File: src/rtl/dacs_pkg.sv
// Purpose: Shared constants for the dual converter sequencer and its controller
// Assumes: One clock, core_clk_i at 10 MHz, drives both ends
// Notes: Behaviour
// Behaviour
// - Strobe rise puts both capacitors in hold
// - Conversion begins at the next rising clock
// - Controller never strobes while busy is high
// - Device samples read strobe on falling edges
// - Tied strobes: raise at rising edge, convert next
// - Conversion takes exactly twelve clocks
// - One precharge clock, then inputs reconnect
// - Starts spaced at least sixteen clocks apart
// - Busy stays low during acquisition
// - Both converters sample and convert together
// - Differential: code 00 pair0, 11 pair1
// - Pseudo: 00 p0+, 01 p1-, 11 p1+
// - Action code reset performs a full reset
// - Hold ten-bit reference DAC code
// - Reference power-down bit disables internal reference
// - DAC code defaults to the 2.5V value
// - Controller avoids DAC codes below 0.5V; dacs_ctl sends any code, DAC_MIN_CODE is not checked
// - Busy rises at hold, falls after conversion
// - Twelve-bit word, MSB first, falling edges
// - New settings act at twelfth rising edge
package dacs_pkg;
   localparam int CFG_BITS = 12;
   localparam int RES_BITS = 12;
   localparam int DAC_BITS = 10;
   localparam int CONV_CLKS = 12;
   localparam int PRECHARGE_CLKS = 1;
   localparam int MIN_CYCLE_CLKS = 16;
   localparam int CLK_PERIOD_NS = 100;
   // Configuration word layout
   localparam int CFG_SEL_HI = 11;
   localparam int CFG_SEL_LO = 10;
   localparam int CFG_RP = 4;
   localparam int CFG_ACT_HI = 2;
   localparam int CFG_ACT_LO = 0;
   localparam logic [11:0] CFG_DEFAULT = 12'h000;
   localparam logic [2:0] ACT_DAC_WR = 3'h1;
   localparam logic [2:0] ACT_RESET = 3'h5;
   // Reference DAC
   localparam int REF_DEFAULT_UV = 2500000;
   localparam int DAC_STEP_UV = 2440;
   localparam int REF_MIN_UV = 500000;
   localparam int DAC_CODE_CALC = REF_DEFAULT_UV / DAC_STEP_UV;
   localparam int DAC_CODE_MAXI = (1 << DAC_BITS) - 1;
   // The 2.5V point sits just past full scale, so the top code is used
   localparam logic [9:0] DAC_DEFAULT =
      10'((DAC_CODE_CALC > DAC_CODE_MAXI) ? DAC_CODE_MAXI : DAC_CODE_CALC);
   localparam logic [9:0] DAC_MIN_CODE = 10'((REF_MIN_UV + DAC_STEP_UV - 1) / DAC_STEP_UV);
   // Multiplexer routing codes
   localparam logic [1:0] POS_P0P = 2'h0;
   localparam logic [1:0] POS_P1N = 2'h1;
   localparam logic [1:0] POS_P1P = 2'h2;
   localparam logic NEG_P0N = 1'b0;
   localparam logic NEG_P1N = 1'b1;
   // Controller registers
   localparam logic [1:0] REG_CTRL = 2'h0;
   localparam logic [1:0] REG_CFG = 2'h1;
   localparam logic [1:0] REG_STAT = 2'h2;
   localparam int CTRL_START = 0;
   localparam int CTRL_TIED = 1;
   localparam int CTRL_SEND = 2;
   localparam logic [15:0] RD_UNMAPPED = 16'h0000;
endpackage

File: src/rtl/dacs_link_if.sv
// Purpose: Pins between the converter sequencer and its controller
// Assumes: Both ends run on the same clock
// Notes: All pins are one-way, no enables needed
`timescale 1ns/1ns
`default_nettype none
interface dacs_link_if;
   logic hold_start_strobe;
   logic read_strobe;
   logic serial_config_input;
   logic busy;
   modport dev (
      input hold_start_strobe,
      input read_strobe,
      input serial_config_input,
      output busy
   );
   modport ctl (
      output hold_start_strobe,
      output read_strobe,
      output serial_config_input,
      input busy
   );
endinterface
`default_nettype wire

File: src/rtl/dacs_dev.sv
// Purpose: Conversion sequencer of a dual simultaneous-sampling SAR converter
// Assumes: Controller logic on the same clock drives the link pins
// Notes: Analog inputs arrive as digital levels; hold freezes them
//
// The plain strobed port and the register offsets are this design's own decisions.
`timescale 1ns/1ns
`default_nettype none
module dacs_dev #(
   parameter int RES_W = dacs_pkg::RES_BITS,
   parameter int CONV_N = dacs_pkg::CONV_CLKS
) (
   // Clock, reset, enable
   input wire logic core_clk_i,
   input wire logic rst_b_i,
   input wire logic ce_i,
   // Link
   dacs_link_if.dev link,
   // Analog side
   input wire logic pseudo_diff_i,
   input wire logic [RES_W-1:0] sample_a_i,
   input wire logic [RES_W-1:0] sample_b_i,
   output logic hold_o,
   output logic precharge_o,
   output logic [1:0] pos_sel_o,
   output logic neg_sel_o,
   output logic ref_pd_o,
   output logic [9:0] dac_code_o,
   // Results
   output logic [RES_W-1:0] result_a_o,
   output logic [RES_W-1:0] result_b_o,
   output logic result_valid_o
);
   initial begin
      if (RES_W != CONV_N || RES_W < 2 || RES_W > 16) begin
         $error("one conversion clock per result bit, 2 to 16 bits");
      end
   end

   typedef enum logic [3:0] {
      S_TRACK = 4'b0001,
      S_HOLD = 4'b0010,
      S_CONV = 4'b0100,
      S_PRE = 4'b1000
   } dacs_state_e;

   function automatic logic [RES_W-1:0] sar_step(input logic [RES_W-1:0] held,
                                                  input logic [RES_W-1:0] approx,
                                                  input logic [3:0] bit_i);
      logic [RES_W-1:0] trial;
      trial = approx | (RES_W'(1) << bit_i);
      sar_step = (held >= trial) ? trial : approx;
   endfunction

   // Serial configuration capture on falling edges
   logic [3:0] sh_cnt_reg, sh_cnt_next;
   logic [11:0] sh_reg, sh_next;
   logic sh_tog_reg, sh_tog_next;

   always_comb begin
      sh_cnt_next = sh_cnt_reg;
      sh_reg_next_blk: begin
         sh_next = sh_reg;
      end
      sh_tog_next = sh_tog_reg;
      if (link.read_strobe) begin
         sh_next = {11'h000, link.serial_config_input};
         sh_cnt_next = 4'h1;
      end else if (sh_cnt_reg != 4'h0) begin
         sh_next = {sh_reg[10:0], link.serial_config_input};
         sh_cnt_next = sh_cnt_reg + 4'h1;
      end
      if (sh_cnt_next == 4'(dacs_pkg::CFG_BITS)) begin
         sh_cnt_next = 4'h0;
         sh_tog_next = ~sh_tog_reg;
      end
   end

   always_ff @(negedge core_clk_i) begin
      if (!rst_b_i) begin
         sh_cnt_reg <= 4'h0;
         sh_reg <= 12'h000;
         sh_tog_reg <= 1'b0;
      end else if (ce_i) begin
         sh_cnt_reg <= sh_cnt_next;
         sh_reg <= sh_next;
         sh_tog_reg <= sh_tog_next;
      end
   end

   // Configuration and sequencer on rising edges
   dacs_state_e state_reg, state_next;
   logic [3:0] cnt_reg, cnt_next;
   logic strobe_q_reg, strobe_q_next;
   logic tog_seen_reg, tog_seen_next;
   logic [11:0] cfg_reg, cfg_next;
   logic dac_pend_reg, dac_pend_next;
   logic [9:0] dac_reg, dac_next;
   logic [RES_W-1:0] held_a_reg, held_a_next, held_b_reg, held_b_next;
   logic [RES_W-1:0] sar_a_reg, sar_a_next, sar_b_reg, sar_b_next;
   logic [RES_W-1:0] res_a_reg, res_a_next, res_b_reg, res_b_next;
   logic valid_reg, valid_next;
   logic hold_reg, hold_next, pre_reg, pre_next, busy_reg, busy_next;
   logic [1:0] pos_reg, pos_next;
   logic neg_reg, neg_next;
   logic new_word, do_reset;
   logic [1:0] sel;

   assign new_word = sh_tog_reg != tog_seen_reg;
   assign do_reset = new_word && !dac_pend_reg
                     && sh_reg[dacs_pkg::CFG_ACT_HI:dacs_pkg::CFG_ACT_LO] == dacs_pkg::ACT_RESET;
   always_comb begin
      state_next = state_reg;
      cnt_next = cnt_reg;
      strobe_q_next = link.hold_start_strobe;
      tog_seen_next = sh_tog_reg;
      cfg_next = cfg_reg;
      dac_pend_next = dac_pend_reg;
      dac_next = dac_reg;
      held_a_next = held_a_reg;
      held_b_next = held_b_reg;
      sar_a_next = sar_a_reg;
      sar_b_next = sar_b_reg;
      res_a_next = res_a_reg;
      res_b_next = res_b_reg;
      valid_next = 1'b0;
      hold_next = hold_reg;
      pre_next = pre_reg;
      busy_next = busy_reg;
      pos_next = pos_reg;
      neg_next = neg_reg;
      // Settings land one rising edge after the twelfth falling edge
      if (new_word) begin
         if (dac_pend_reg) begin
            dac_next = sh_reg[9:0];
            dac_pend_next = 1'b0;
         end else if (!do_reset) begin
            cfg_next = sh_reg;
            dac_pend_next = sh_reg[dacs_pkg::CFG_ACT_HI:dacs_pkg::CFG_ACT_LO] == dacs_pkg::ACT_DAC_WR;
         end
      end
      // Routing follows the incoming select code so it lands with the word, fixed while in hold
      sel = cfg_next[dacs_pkg::CFG_SEL_HI:dacs_pkg::CFG_SEL_LO];
      if (!hold_reg) begin
         neg_next = dacs_pkg::NEG_P0N;
         case (sel)
            2'b00: pos_next = dacs_pkg::POS_P0P;
            2'b01: pos_next = dacs_pkg::POS_P1N;
            2'b10: pos_next = dacs_pkg::POS_P1P;
            default: begin
               pos_next = dacs_pkg::POS_P1P;
               neg_next = pseudo_diff_i ? dacs_pkg::NEG_P0N : dacs_pkg::NEG_P1N;
            end
         endcase
      end
      case (state_reg)
         S_TRACK: begin
            // A strobe while busy is ignored; the controller must not send one
            if (link.hold_start_strobe && !strobe_q_reg) begin
               state_next = S_HOLD;
               hold_next = 1'b1;
               busy_next = 1'b1;
               held_a_next = sample_a_i;
               held_b_next = sample_b_i;
            end else begin
               busy_next = 1'b0;
            end
         end
         S_HOLD: begin
            state_next = S_CONV;
            cnt_next = 4'(CONV_N - 1);
            sar_a_next = '0;
            sar_b_next = '0;
         end
         S_CONV: begin
            sar_a_next = sar_step(held_a_reg, sar_a_reg, cnt_reg);
            sar_b_next = sar_step(held_b_reg, sar_b_reg, cnt_reg);
            cnt_next = cnt_reg - 4'h1;
            if (cnt_reg == 4'h0) begin
               state_next = S_PRE;
               cnt_next = 4'(dacs_pkg::PRECHARGE_CLKS - 1);
               pre_next = 1'b1;
               res_a_next = sar_step(held_a_reg, sar_a_reg, cnt_reg);
               res_b_next = sar_step(held_b_reg, sar_b_reg, cnt_reg);
               valid_next = 1'b1;
            end
         end
         S_PRE: begin
            cnt_next = cnt_reg - 4'h1;
            if (cnt_reg == 4'h0) begin
               state_next = S_TRACK;
               pre_next = 1'b0;
               hold_next = 1'b0;
               busy_next = 1'b0;
            end
         end
         default: begin
            state_next = S_TRACK;
            hold_next = 1'b0;
            pre_next = 1'b0;
            busy_next = 1'b0;
         end
      endcase
   end

   always_ff @(posedge core_clk_i) begin
      if (!rst_b_i || (ce_i && do_reset)) begin
         state_reg <= S_TRACK;
         cnt_reg <= 4'h0;
         strobe_q_reg <= 1'b1;
         tog_seen_reg <= rst_b_i ? sh_tog_reg : 1'b0;
         cfg_reg <= dacs_pkg::CFG_DEFAULT;
         dac_pend_reg <= 1'b0;
         dac_reg <= dacs_pkg::DAC_DEFAULT;
         held_a_reg <= '0;
         held_b_reg <= '0;
         sar_a_reg <= '0;
         sar_b_reg <= '0;
         res_a_reg <= '0;
         res_b_reg <= '0;
         valid_reg <= 1'b0;
         hold_reg <= 1'b0;
         pre_reg <= 1'b0;
         busy_reg <= 1'b0;
         pos_reg <= dacs_pkg::POS_P0P;
         neg_reg <= dacs_pkg::NEG_P0N;
      end else if (ce_i) begin
         state_reg <= state_next;
         cnt_reg <= cnt_next;
         strobe_q_reg <= strobe_q_next;
         tog_seen_reg <= tog_seen_next;
         cfg_reg <= cfg_next;
         dac_pend_reg <= dac_pend_next;
         dac_reg <= dac_next;
         held_a_reg <= held_a_next;
         held_b_reg <= held_b_next;
         sar_a_reg <= sar_a_next;
         sar_b_reg <= sar_b_next;
         res_a_reg <= res_a_next;
         res_b_reg <= res_b_next;
         valid_reg <= valid_next;
         hold_reg <= hold_next;
         pre_reg <= pre_next;
         busy_reg <= busy_next;
         pos_reg <= pos_next;
         neg_reg <= neg_next;
      end
   end

   assign link.busy = busy_reg;
   assign hold_o = hold_reg;
   assign precharge_o = pre_reg;
   assign pos_sel_o = pos_reg;
   assign neg_sel_o = neg_reg;
   assign ref_pd_o = cfg_reg[dacs_pkg::CFG_RP];
   assign dac_code_o = dac_reg;
   assign result_a_o = res_a_reg;
   assign result_b_o = res_b_reg;
   assign result_valid_o = valid_reg;
endmodule // dacs_dev
`default_nettype wire

File: src/flat_wrapper.sv
// flat-port wrapper written by rule: the top's interface ports become plain ports
module dacs_dev_flat 
#(
   parameter int RES_W = dacs_pkg::RES_BITS,
   parameter int CONV_N = dacs_pkg::CONV_CLKS
)
  (core_clk_i, rst_b_i, ce_i, pseudo_diff_i, sample_a_i, sample_b_i, hold_o, precharge_o, pos_sel_o, neg_sel_o, ref_pd_o, dac_code_o, result_a_o, result_b_o, result_valid_o, link_hold_start_strobe, link_read_strobe, link_serial_config_input, link_busy);
  dacs_link_if link_i ();
  input wire logic core_clk_i;
  input wire logic rst_b_i;
  input wire logic ce_i;
  input wire logic pseudo_diff_i;
  input wire logic [RES_W-1:0] sample_a_i;
  input wire logic [RES_W-1:0] sample_b_i;
  output logic hold_o;
  output logic precharge_o;
  output logic [1:0] pos_sel_o;
  output logic neg_sel_o;
  output logic ref_pd_o;
  output logic [9:0] dac_code_o;
  output logic [RES_W-1:0] result_a_o;
  output logic [RES_W-1:0] result_b_o;
  output logic result_valid_o;
  input wire logic [$bits(link_i.hold_start_strobe)-1:0] link_hold_start_strobe;
  input wire logic [$bits(link_i.read_strobe)-1:0] link_read_strobe;
  input wire logic [$bits(link_i.serial_config_input)-1:0] link_serial_config_input;
  output wire logic [$bits(link_i.busy)-1:0] link_busy;
  assign link_i.hold_start_strobe = link_hold_start_strobe;
  assign link_i.read_strobe = link_read_strobe;
  assign link_i.serial_config_input = link_serial_config_input;
  assign link_busy = link_i.busy;
  dacs_dev #(.RES_W(RES_W), .CONV_N(CONV_N)) u_core (.core_clk_i(core_clk_i), .rst_b_i(rst_b_i), .ce_i(ce_i), .link(link_i), .pseudo_diff_i(pseudo_diff_i), .sample_a_i(sample_a_i), .sample_b_i(sample_b_i), .hold_o(hold_o), .precharge_o(precharge_o), .pos_sel_o(pos_sel_o), .neg_sel_o(neg_sel_o), .ref_pd_o(ref_pd_o), .dac_code_o(dac_code_o), .result_a_o(result_a_o), .result_b_o(result_b_o), .result_valid_o(result_valid_o));
endmodule
File: config.mk
export PLATFORM = sky130hd
export DESIGN_NAME = dacs_dev_flat
export DESIGN_NICKNAME = d
export VERILOG_FILES = /design/src/rtl/dacs_pkg.sv /design/src/rtl/dacs_link_if.sv /design/src/rtl/dacs_dev.sv /design/src/flat_wrapper.sv
export SDC_FILE = /design/constraint.sdc
export NUM_CORES = 1
export LEC_CHECK = 0
export BUFFER_PORTS_ARGS = -buffer_cell sky130_fd_sc_hd__buf_2
export CAP_MARGIN = 20
export CELL_PAD_IN_SITES_DETAIL_PLACEMENT = 1
export CELL_PAD_IN_SITES_GLOBAL_PLACEMENT = 1
export CORE_MARGIN = 1.5
export CORE_UTILIZATION = 43
export DETAILED_ROUTE_END_ITERATION = 8
export GPL_ROUTABILITY_DRIVEN = 1
export PLACE_DENSITY_LB_ADDON = 0.1
export SLEW_MARGIN = 20
export SYNTH_ARGS = -nofsm -noshare
export SYNTH_HDL_FRONTEND = slang
export SYNTH_SLANG_ARGS = --single-unit
File: constraint.sdc
create_clock -name core_clk_i -period 3.07 [get_ports core_clk_i]
set_input_delay 0.307 -clock core_clk_i [delete_from_list [all_inputs] [get_ports core_clk_i]]
set_output_delay 0.307 -clock core_clk_i [all_outputs]
set_load 0.1 [all_outputs]
==> qor.yml, run 1 <==
status: "complete, but fails checks"
violations: "setup timing"
path_cells: "xor2_4, buf_12, a41oi_4, and3_4, a31oi_4, o21ai_2"
syn2layout_area_growth_pct: 31.56
worstPathRequired_ns: 3.38
leakagePower_nw: 2.939
wl_per_cell_um: 18.62
totalWireLength_um: 17450
grt_overflow: 0
path_class: "flip-flop to flip-flop"
cp-end-kind: "flip-flop"
syn_area_per_cell_sq_um: 8.412
yosys.area.top_type: "dfxtp_1"
peakVddDrop_uv: 371.4
io_buffers: 72
final_net_count: 818
arrival_ns: 3.39
r2r_end: "u_core.result_b_o[3]"
dpl.cell_count: 877
ys_types: 58
cts.clk_slew.worst_paths_ns: 0.06
cts_sinks: 120
skew_ns: 0.03241
hp-class: "input pin to flip-flop"
fin_ws_ns: -0.007690
synth_cells: 647
slew-limit-headroom_pct: 36.17
core_area_sq_um: 12160
ys_warn_count: 0
rows: 40
drive_gt1_share_pct: 24.71
io_pins: 73
hpwl_um: 11230
synth_top_cell_area_share_pct: 43.77
path_max_fanout: 4
fin_cells: 937
setup_tns_ns: -0.008211
n_antenna_cell: 0
worstHoldStart: "sample_b_i[3]"
totalPowerFinal_w: 0.003862
clock_latency_ns: 0.46
antenna_found_initial: 0
final-setup-viol-count: 2
ys.flop_type: "dfxtp_1"
seq_area_frac_synth_pct: 44.32
synth_seq_cells: 120
h-tree-depth: 4
seq_power_share_pct: 41.2
die_y_um: 115.5
p_sw_share_pct: 25.11
final_hold_viol_count: 0
viasPerCell: 5.524
vias: 5176
dieArea_sq_um: 13340
switchingPower_w: 0.0009700
path_buf_inv: 1
cts_tree: "done"
synth_area_leaders: "dfxtp_1, nand2_1, a21oi_1"
holdPathStages: 3
clock_power_share_pct: 51.5
slew_viol_final: 0
cellPowerDensity_nw_per_um2: 539.4
synth-edff-count: 1
slowest_stage: "dfxtp_4"
synthArstFlopShare_pct: 0
grt_pass1_vias: 5325
p_int_w: 0.002892
syn-cell-area_sq_um: 5443
grt_max_degree: 30
root_buffer: "clkbuf_16"
path_delay_family: "compound AO/OA/AOI/OAI gates"
min_to: "u_core.held_b_reg[3]"
clk_path_buf_depth: 2
drt_iter0_markers: 262
die-width_um: 115.5
r2r_cells: 6
grt_usage_pct: 27.07
reg2reg_from: "u_core.sh_tog_reg"
detail_route.first_pass.iterations: 4
max-cap-violations: 0
initial_core_util_pct: 44.75
max_slew.worst_pin.slew_ns: 0.9574
ant_nets: 0
grt_pass1_wl_um: 27140
p_comb_share_pct: 7.3
reg2reg_slack_ns: -0.008
numCtsBuffers: 17
crit_cells: 6
grt_setup_unrepaired: "true"
slowest_delay_ns: 0.39
syn_nets: 709
start_kind: "flip-flop"
remaining_drc_errors: 0
place_congestion: 0.8358
-- cell usage in the layout (no fill, tap or decap), types with 3 or more instances in the layout --
| master | count |
|---|---|
| nand2_1 | 131 |
| clkinvlp_4 | 4 |
| clkbuf_16 | 21 |
| a22o_1 | 11 |
| o21ai_1 | 5 |
| nand2_2 | 10 |
| and2_1 | 6 |
| nand2b_1 | 9 |
| buf_2 | 72 |
| a211oi_1 | 14 |
| nor2_1 | 32 |
| buf_6 | 5 |
| o41ai_2 | 5 |
| inv_1 | 29 |
| buf_4 | 25 |
| ha_1 | 31 |
| o21ai_0 | 23 |
| a21oi_1 | 82 |
| clkinvlp_2 | 3 |
| mux2i_1 | 3 |
| o221a_2 | 3 |
| a211o_1 | 3 |
| nand4_1 | 3 |
| nor3_1 | 7 |
| nor3b_1 | 4 |
| and3_1 | 4 |
| a31oi_1 | 3 |
| a32o_1 | 3 |
| buf_12 | 6 |
| o21a_1 | 5 |
| clkinv_1 | 3 |
| nand3_1 | 23 |
| nor2b_1 | 5 |
| dfxtp_1 | 115 |
-- final cells by class --
type                            instances  area, sq um
Tap cell                              168        210.2
Fill cell                            1455         5001
Clock inverter                         30        188.9
Timing Repair Buffer                  113        852.1
Multi-Input combinational cell        474         3005
Clock buffer                           19        432.9
Sequential cell                       120         2422
Inverter                               13        48.80
-- stage by stage --
stage               instance area, sq um  utilization [%]  setup slack (ns)  hold WS [ns]
global placement                    6116            50.29           0.02648        0.4445
CTS                                 6888            56.64         -0.008619        0.1040
global route                        7161            58.88          -0.05161        0.1056
floorplan                           5477                -         -0.004465        0.4354
detailed placement                  6116            50.29           -0.1438        0.4520
finish                              7161            58.88         -0.007690        0.1131
-- synthesized netlist by cell type, types with 2 or more instances --
library cell  count
nor2b_1           5
o21ai_0          27
and2_1            6
nor3_1            8
clkbuf_1         24
a21oi_1          83
nor3b_1           5
o21ai_1           3
nand4_1           3
a2111oi_0         2
o41ai_1           8
buf_2            10
dfxtp_1         119
ha_1             31
a31oi_1           5
a21o_1            2
o211ai_1          2
a311oi_1          2
a211oi_1         14
a32o_1            3
inv_1            14
o21a_1            5
nand2b_1          9
mux2i_1           3
nand2_2           9
and3_1            7
nand3_1          24
nand2_1         133
xor2_1            3
o221a_2           3
buf_6             3
a211o_1           3
xnor2_1           2
a22o_1           11
buf_4             2
nor2_1           32
-- worst min-delay path: cells and delay by family --
kind,cells,cell delay [ns]
AO/OA/AOI/OAI,1,0.05
buffers and inverters,1,0.09
AND/OR/NAND/NOR,1,0.04
-- cells by family (layout without fill, tap and decap cells) --
logic type / count (synthesis) / count (layout) / share of synthesized area, %
and+or+nand+nor: 253 / 254 / 21.29
AOI/OAI and AO/OA: 179 / 180 / 20.83
DFF: 120 / 120 / 44.32
buffers and inverters: 55 / 175 / 4.873
adders and majority gates: 31 / 31 / 7.126
xor gates and xnor gates: 5 / 5 / 0.8047
muxes: 4 / 4 / 0.7586
-- power by group through the flow --
| stage | logic, W | registers, W | clock network [W] |
|---|---|---|---|
| 5_1_grt | 0.000306 | 0.00159 | 0.00211 |
| 2_1_floorplan | 0.000130 | 0.00164 | 0.0000359 |
| 3_5_place_dp | 0.000228 | 0.00162 | 0.0000359 |
| 3_3_place_gp | 0.000218 | 0.00162 | 0.0000359 |
| 4_1_cts | 0.000249 | 0.00159 | 0.00202 |
| 6_report | 0.000284 | 0.00159 | 0.00199 |
-- worst max-delay path by stage --
stage / start / end / slack, ns
after CTS: u_core.sh_tog_reg / u_core.sar_b_reg[10] / -0.009
final: u_core.sh_tog_reg / u_core.result_b_o[3] / -0.008
after global placement: u_core.sh_tog_reg / u_core.sar_b_reg[9] / 0.03
after global routing: u_core.sh_reg[0] / u_core.sar_b_reg[10] / -0.05
after detailed placement: u_core.sh_reg[1] / u_core.result_b_o[3] / -0.14
after floorplan: u_core.sh_tog_reg / u_core.neg_sel_o / -0.004
-- per-layer routing --
metal,up-vias,GRT usage [%],part of all wire (%)
li1,2503,-,-
met1,2537,30.12,41
met2,109,48.88,53
met3,27,7.741,3.5
met4,0,10.29,2.5
met5,-,0,0
-- timing repair --
| action | in CTS | in global routing |
|---|---|---|
| hold buffers | 0 | 0 |
| cloned | 2 | 4 |
| resized for setup | 18 | 25 |
| pin swaps | 5 | 12 |
| buffers inserted | 2 | 4 |
| endpoints found under the setup margin | 84 | 93 |
No activity file was read; power rests on OpenSTA's default activity.
==> run 2, diff against run 1 <==
--- a/config.mk
+++ b/config.mk
@@ -8,3 +8,2 @@
 export BUFFER_PORTS_ARGS = -buffer_cell sky130_fd_sc_hd__buf_2
-export CAP_MARGIN = 20
 export CELL_PAD_IN_SITES_DETAIL_PLACEMENT = 1
@@ -13,2 +12,3 @@
 export CORE_UTILIZATION = 43
+export CTS_BUF_LIST = sky130_fd_sc_hd__clkbuf_16
 export DETAILED_ROUTE_END_ITERATION = 8
==> constraint.sdc (replaced) <==
create_clock -name core_clk_i -period 3.07 [get_ports core_clk_i]
set_input_delay 0.921 -clock core_clk_i [delete_from_list [all_inputs] [get_ports core_clk_i]]
set_output_delay 0.921 -clock core_clk_i [all_outputs]
set_load 0.1 [all_outputs]
==> qor.yml, run 2 (synthesized netlist as in run 1, its figures left out) <==
status: "complete, but fails checks"
violations: "setup timing"
rows: 40  # unchanged
final_hold_viol_count: 0  # unchanged
core_area_sq_um: 12160  # unchanged
dpl.cell_count: 889  # +1.4%
remaining_drc_errors: 0  # unchanged
hpwl_um: 11630  # +3.6%
totalPowerFinal_w: 0.003888  # +0.66%
cts_tree: "done"
fin_ws_ns: -0.07002  # -0.06233 ns
slew_viol_final: 0  # unchanged
cellPowerDensity_nw_per_um2: 536.6  # -0.52%
grt_overflow: 0  # unchanged
hold_buffers: 0  # unchanged
skew_ns: 0.04029  # +0.007874 ns
multi_input_area_sq_um: 3028  # +0.75%
fin_cells: 951  # +1.5%
io_buffers: 72  # unchanged
grt_max_degree: 26  # -13%
n_antenna_cell: 0  # unchanged
numCtsBuffers: 17  # unchanged
path_class: "flip-flop to flip-flop"
dieArea_sq_um: 13340  # unchanged
clk_path_buf_depth: 2  # unchanged
fillCellCount: 1454  # -0.069%
cp-startpoint: "u_core.sh_tog_reg"
antenna_found_initial: 0  # unchanged
cp-end-kind: "flip-flop"
peakVddDrop_uv: 487.6  # +31%
ant_nets: 0  # unchanged
hp-class: "flip-flop to flip-flop"
most-common-layout-cells: "nand2_1, dfxtp_1, a21oi_1"
io_pins: 73  # unchanged
seqCellArea_sq_um: 2420  # -0.10%
max_slew.worst_pin.slew_ns: 0.9360  # -0.02148 ns
mostFrequentLayoutCell: "nand2_1"
final_net_count: 832  # +1.7%
grt_usage_pct: 26.21  # -0.86 points
vias: 5267  # +1.8%
wl_per_cell_um: 18.82  # +1.1%
slew-limit-headroom_pct: 37.60  # +1.4 points
die-width_um: 115.5  # unchanged
cts_sinks: 120  # unchanged
clock_latency_ns: 0.46  # about the same
grt_pass1_vias: 5476  # +2.8%
syn2layout_area_growth_pct: 33.13
grt_setup_unrepaired: "true"
drt_iter0_markers: 256  # -2.3%
final-setup-viol-count: 52  # +50
totalWireLength_um: 17900  # +2.6%
max-cap-violations: 0  # unchanged
cts.clk_slew.worst_paths_ns: 0.06  # about the same
leakagePower_nw: 3.014  # +2.5%
drive_gt1_share_pct: 26.95  # +2.2 points
arrival_ns: 3.50  # +0.11 ns
worstHoldStart: "u_core.result_a_o[10]"
grt_pass1_wl_um: 26650  # -1.8%
reg2reg_from: "u_core.sh_tog_reg"
root_buffer: "clkbuf_16"
initial_core_util_pct: 44.75  # unchanged
h-tree-depth: 4  # unchanged
place_congestion: 0.8082  # -3.3%
reg2reg_slack_ns: -0.07  # -0.06 ns
die_y_um: 115.5  # unchanged
start_kind: "flip-flop"
worstPathRequired_ns: 3.43  # +0.05 ns
detail_route.first_pass.iterations: 4  # unchanged
viasPerCell: 5.538  # +0.26%
path_max_fanout: 3  # -1
[run 2: metrics by stage]
stage               util, %  setup WS (ns)  hold WS [ns]  area (sq um)  setup TNS [ns]
detailed placement    51.48        -0.4113        0.4450          6261          -6.413
global placement      51.48        -0.3612        0.4405          6261          -4.556
global route          59.58        -0.1200        0.4694          7246          -6.653
CTS                   57.49       -0.05004        0.4547          6992        -0.09365
finish                59.58       -0.07002        0.4511          7246         -0.9864
floorplan                 -        -0.2328        0.4363          5544          -3.021
[run 2: final timing paths]
| kind | end | cells past startpoint |
|---|---|---|
| hold / removal | u_core.result_a_o[10] | 2 |
| setup / recovery | u_core.neg_sel_o | 5 |
| hold reg to reg | u_core.result_a_o[10] | 2 |
| setup reg to reg | u_core.neg_sel_o | 5 |
[run 2: repair_timing]
action	CTS	global route
cloned	0	3
endpoints found under the setup margin	69	81
pin swaps	7	17
buffers inserted	5	6
resized for setup	11	36
[run 2: metal layers]
layer	vias to the layer above	share of wire, %	track usage [%]
met3	44	3.2	5.178
met5	-	0	0
met1	2587	40	28.34
met4	0	3.8	12.92
met2	107	53	48.64
li1	2529	-	-
[run 2: critical path, stage by stage, from the launching register on]
cell and delay (ns):
dfxtp_4 0.38, xnor2_4 0.17, a311oi_4 0.26, nand3_2 0.15, a2111o_1 0.44, a21oi_2 0.11
[run 2: layout make-up]
cell class	count	area share [%]
repair buffers	127	12.52
inverters	13	0.6735
well taps	168	2.901
clock buffers	18	6.217
multi-input cells	474	41.79
clock inverters	31	2.504
flip-flops and latches	120	33.40
[run 2: power breakdown]
part | switching (W) | leakage, nW | internal [W]
logic | 0.000177 | 1.67 | 0.000117
clock network | 0.000877 | 0.369 | 0.00113
registers | 0.0000156 | 0.974 | 0.00158
==> run 3, diff against run 2 <==
Settings changed: BUFFER_PORTS_ARGS -buffer_cell sky130_fd_sc_hd__buf_2 to unset, CORE_UTILIZATION 43 to 47, DONT_BUFFER_PORTS set to 1, PLACE_DENSITY set to 0.9, PLACE_DENSITY_LB_ADDON 0.1 to unset.
==> qor.yml, run 3 (synthesized netlist as in run 1, its figures left out) <==
cts.clk_slew.worst_paths_ns: 0.07  # about the same
fin_ws_ns: -0.1374  # -0.06737 ns
numCtsBuffers: 17  # unchanged
r2r_cells: 6  # +1
seqCellArea_sq_um: 2422  # +0.10%
reg2reg_from: "u_core.sh_reg[1]"
max-cap-violations: 0  # unchanged
ant_nets: 0  # unchanged
slew-limit-headroom_pct: 28.39  # -9.2 points
reg2reg_slack_ns: -0.14  # -0.07 ns
holdWs_ns: 0.4587  # +0.007658 ns
clock_latency_ns: 0.49  # +0.03 ns
clk_path_buf_depth: 2  # unchanged
most-common-layout-cells: "nand2_1, dfxtp_1, a21oi_1"
grt_overflow: 0  # unchanged
skew_ns: 0.06102  # +0.02073 ns
final_net_count: 788  # -5.3%
detail_route.first_pass.iterations: 5  # +1
grt_use_met2_pct: 54.40  # +5.8 points
grt_max_degree: 25  # -3.8%
grt_pass1_vias: 5634  # +2.9%
start_kind: "flip-flop"
dpl.cell_count: 814  # -8.4%
hold_buffers: 0  # unchanged
grt_use_met3_pct: 8.946  # +3.8 points
final-setup-viol-count: 89  # +71%
hpwl_um: 11760  # +1.0%
fin_cells: 882  # -7.3%
r2r_end: "u_core.sar_b_reg[9]"
multi_input_area_sq_um: 3092  # +2.1%
io_pins: 73  # unchanged
drt_iter0_markers: 443  # +73%
cellPowerDensity_nw_per_um2: 548.1  # +2.1%
wl_per_cell_um: 24.75  # +31%
arrival_ns: 3.49  # about the same
cts_tree: "done"
final_util_pct: 62.77  # +3.2 points
grt_pass1_wl_um: 29310  # +10%
worstHoldStart: "u_core.result_a_o[6]"
holdPathStages: 2  # unchanged
hp-class: "flip-flop to flip-flop"
rows: 39  # -2.5%
cts_sinks: 120  # unchanged
initial_core_util_pct: 47.87  # +3.1 points
die_y_um: 110.6  # -4.2%
totalWireLength_um: 21830  # +22%
place_area_sq_um: 6010  # -4.0%
mostFrequentLayoutCell: "nand2_1"
core_area_sq_um: 11370  # -6.5%
path_max_fanout: 14  # +11
root_buffer: "clkbuf_16"
violations: "setup timing"
viasPerCell: 6.406  # +16%
remaining_drc_errors: 0  # unchanged
worstPathRequired_ns: 3.35  # -0.08 ns
io_buffers: 0  # -100%
n_antenna_cell: 0  # unchanged
max_slew.worst_pin.slew_ns: 1.074  # +0.1381 ns
leakagePower_nw: 2.890  # -4.1%
grt_setup_unrepaired: "true"
fillCellCount: 1304  # -10%
peakVddDrop_uv: 595.7  # +22%
grt_use_met1_pct: 32.59  # +4.2 points
busiest_layer: "met2"
slew_viol_final: 0  # unchanged
dieArea_sq_um: 12230  # -8.3%
grt_usage_pct: 30.53  # +4.3 points
syn2layout_area_growth_pct: 31.13
final_area_sq_um: 7137  # -1.5%
path_class: "flip-flop to flip-flop"
drive_gt1_share_pct: 24.22  # -2.7 points
min_to: "u_core.result_a_o[6]"
cp-end-kind: "flip-flop"
h-tree-depth: 4  # unchanged
cp-startpoint: "u_core.sh_reg[1]"
antenna_found_initial: 0  # unchanged
status: "complete, but fails checks"
die-width_um: 110.6  # -4.2%
final_hold_viol_count: 0  # unchanged
place_congestion: 0.8512  # +5.3%
vias: 5650  # +7.3%
==> run 3: power by group <==
| group | internal [W] | switching [W] | leakage [nW] | total, W |
|---|---|---|---|---|
| Sequential | 0.00157 | 0.0000186 | 0.974 | 0.00159 |
| Clock | 0.00112 | 0.000917 | 0.368 | 0.00204 |
| Combinational | 0.000104 | 0.000177 | 1.55 | 0.000281 |
==> run 3: repair_timing <==
action	4_1_cts	5_1_grt
setup buffers	3	12
resized for setup	13	51
gates cloned	1	4
setup endpoints to repair	82	84
pin swaps	4	14
==> run 3: cell type report <==
cell class                      instances  area share (%)
Clock buffer                           18           6.311
Clock inverter                         31           2.402
Inverter                               13          0.6837
Multi-Input combinational cell        473           43.32
Sequential cell                       120           33.94
Tap cell                              143           2.507
Timing Repair Buffer                   84           10.83
==> run 3: metrics by stage <==
stage               power [W]  worst slack, ns   TNS, ns
finish               0.003912          -0.1374    -4.562
global route         0.004012          -0.1799    -7.868
CTS                  0.003831         -0.04445  -0.09346
detailed placement   0.001866          -0.2250    -3.064
global placement     0.001851          -0.1712    -1.425
floorplan            0.001812          -0.2328    -3.021
==> run 3: how the worst max path moves through the flow <==
stage	endpoint	slack (ns)
6_report	u_core.sar_b_reg[9]	-0.14
5_1_grt	u_core.sar_b_reg[5]	-0.18
4_1_cts	u_core.neg_sel_o	-0.04
3_5_place_dp	u_core.sh_cnt_reg[2]	-0.22
3_3_place_gp	u_core.sh_tog_reg	-0.17
2_1_floorplan	u_core.sh_reg[2]	-0.23
==> run 3: worst max-delay path, cell delays in order, from the launching register on <==
cell,delay (ns)
dfxtp_4,0.37
nor3b_4,0.29
nand3_2,0.15
o21ai_4,0.18
buf_12,0.20
buf_4,0.18
o41ai_2,0.09
==> run 3: per-layer routing <==
metal,share of wire (%),vias up
li1,-,2435
met1,37,2756
met2,50,338
met3,7.0,121
met4,6.2,0
met5,0,-
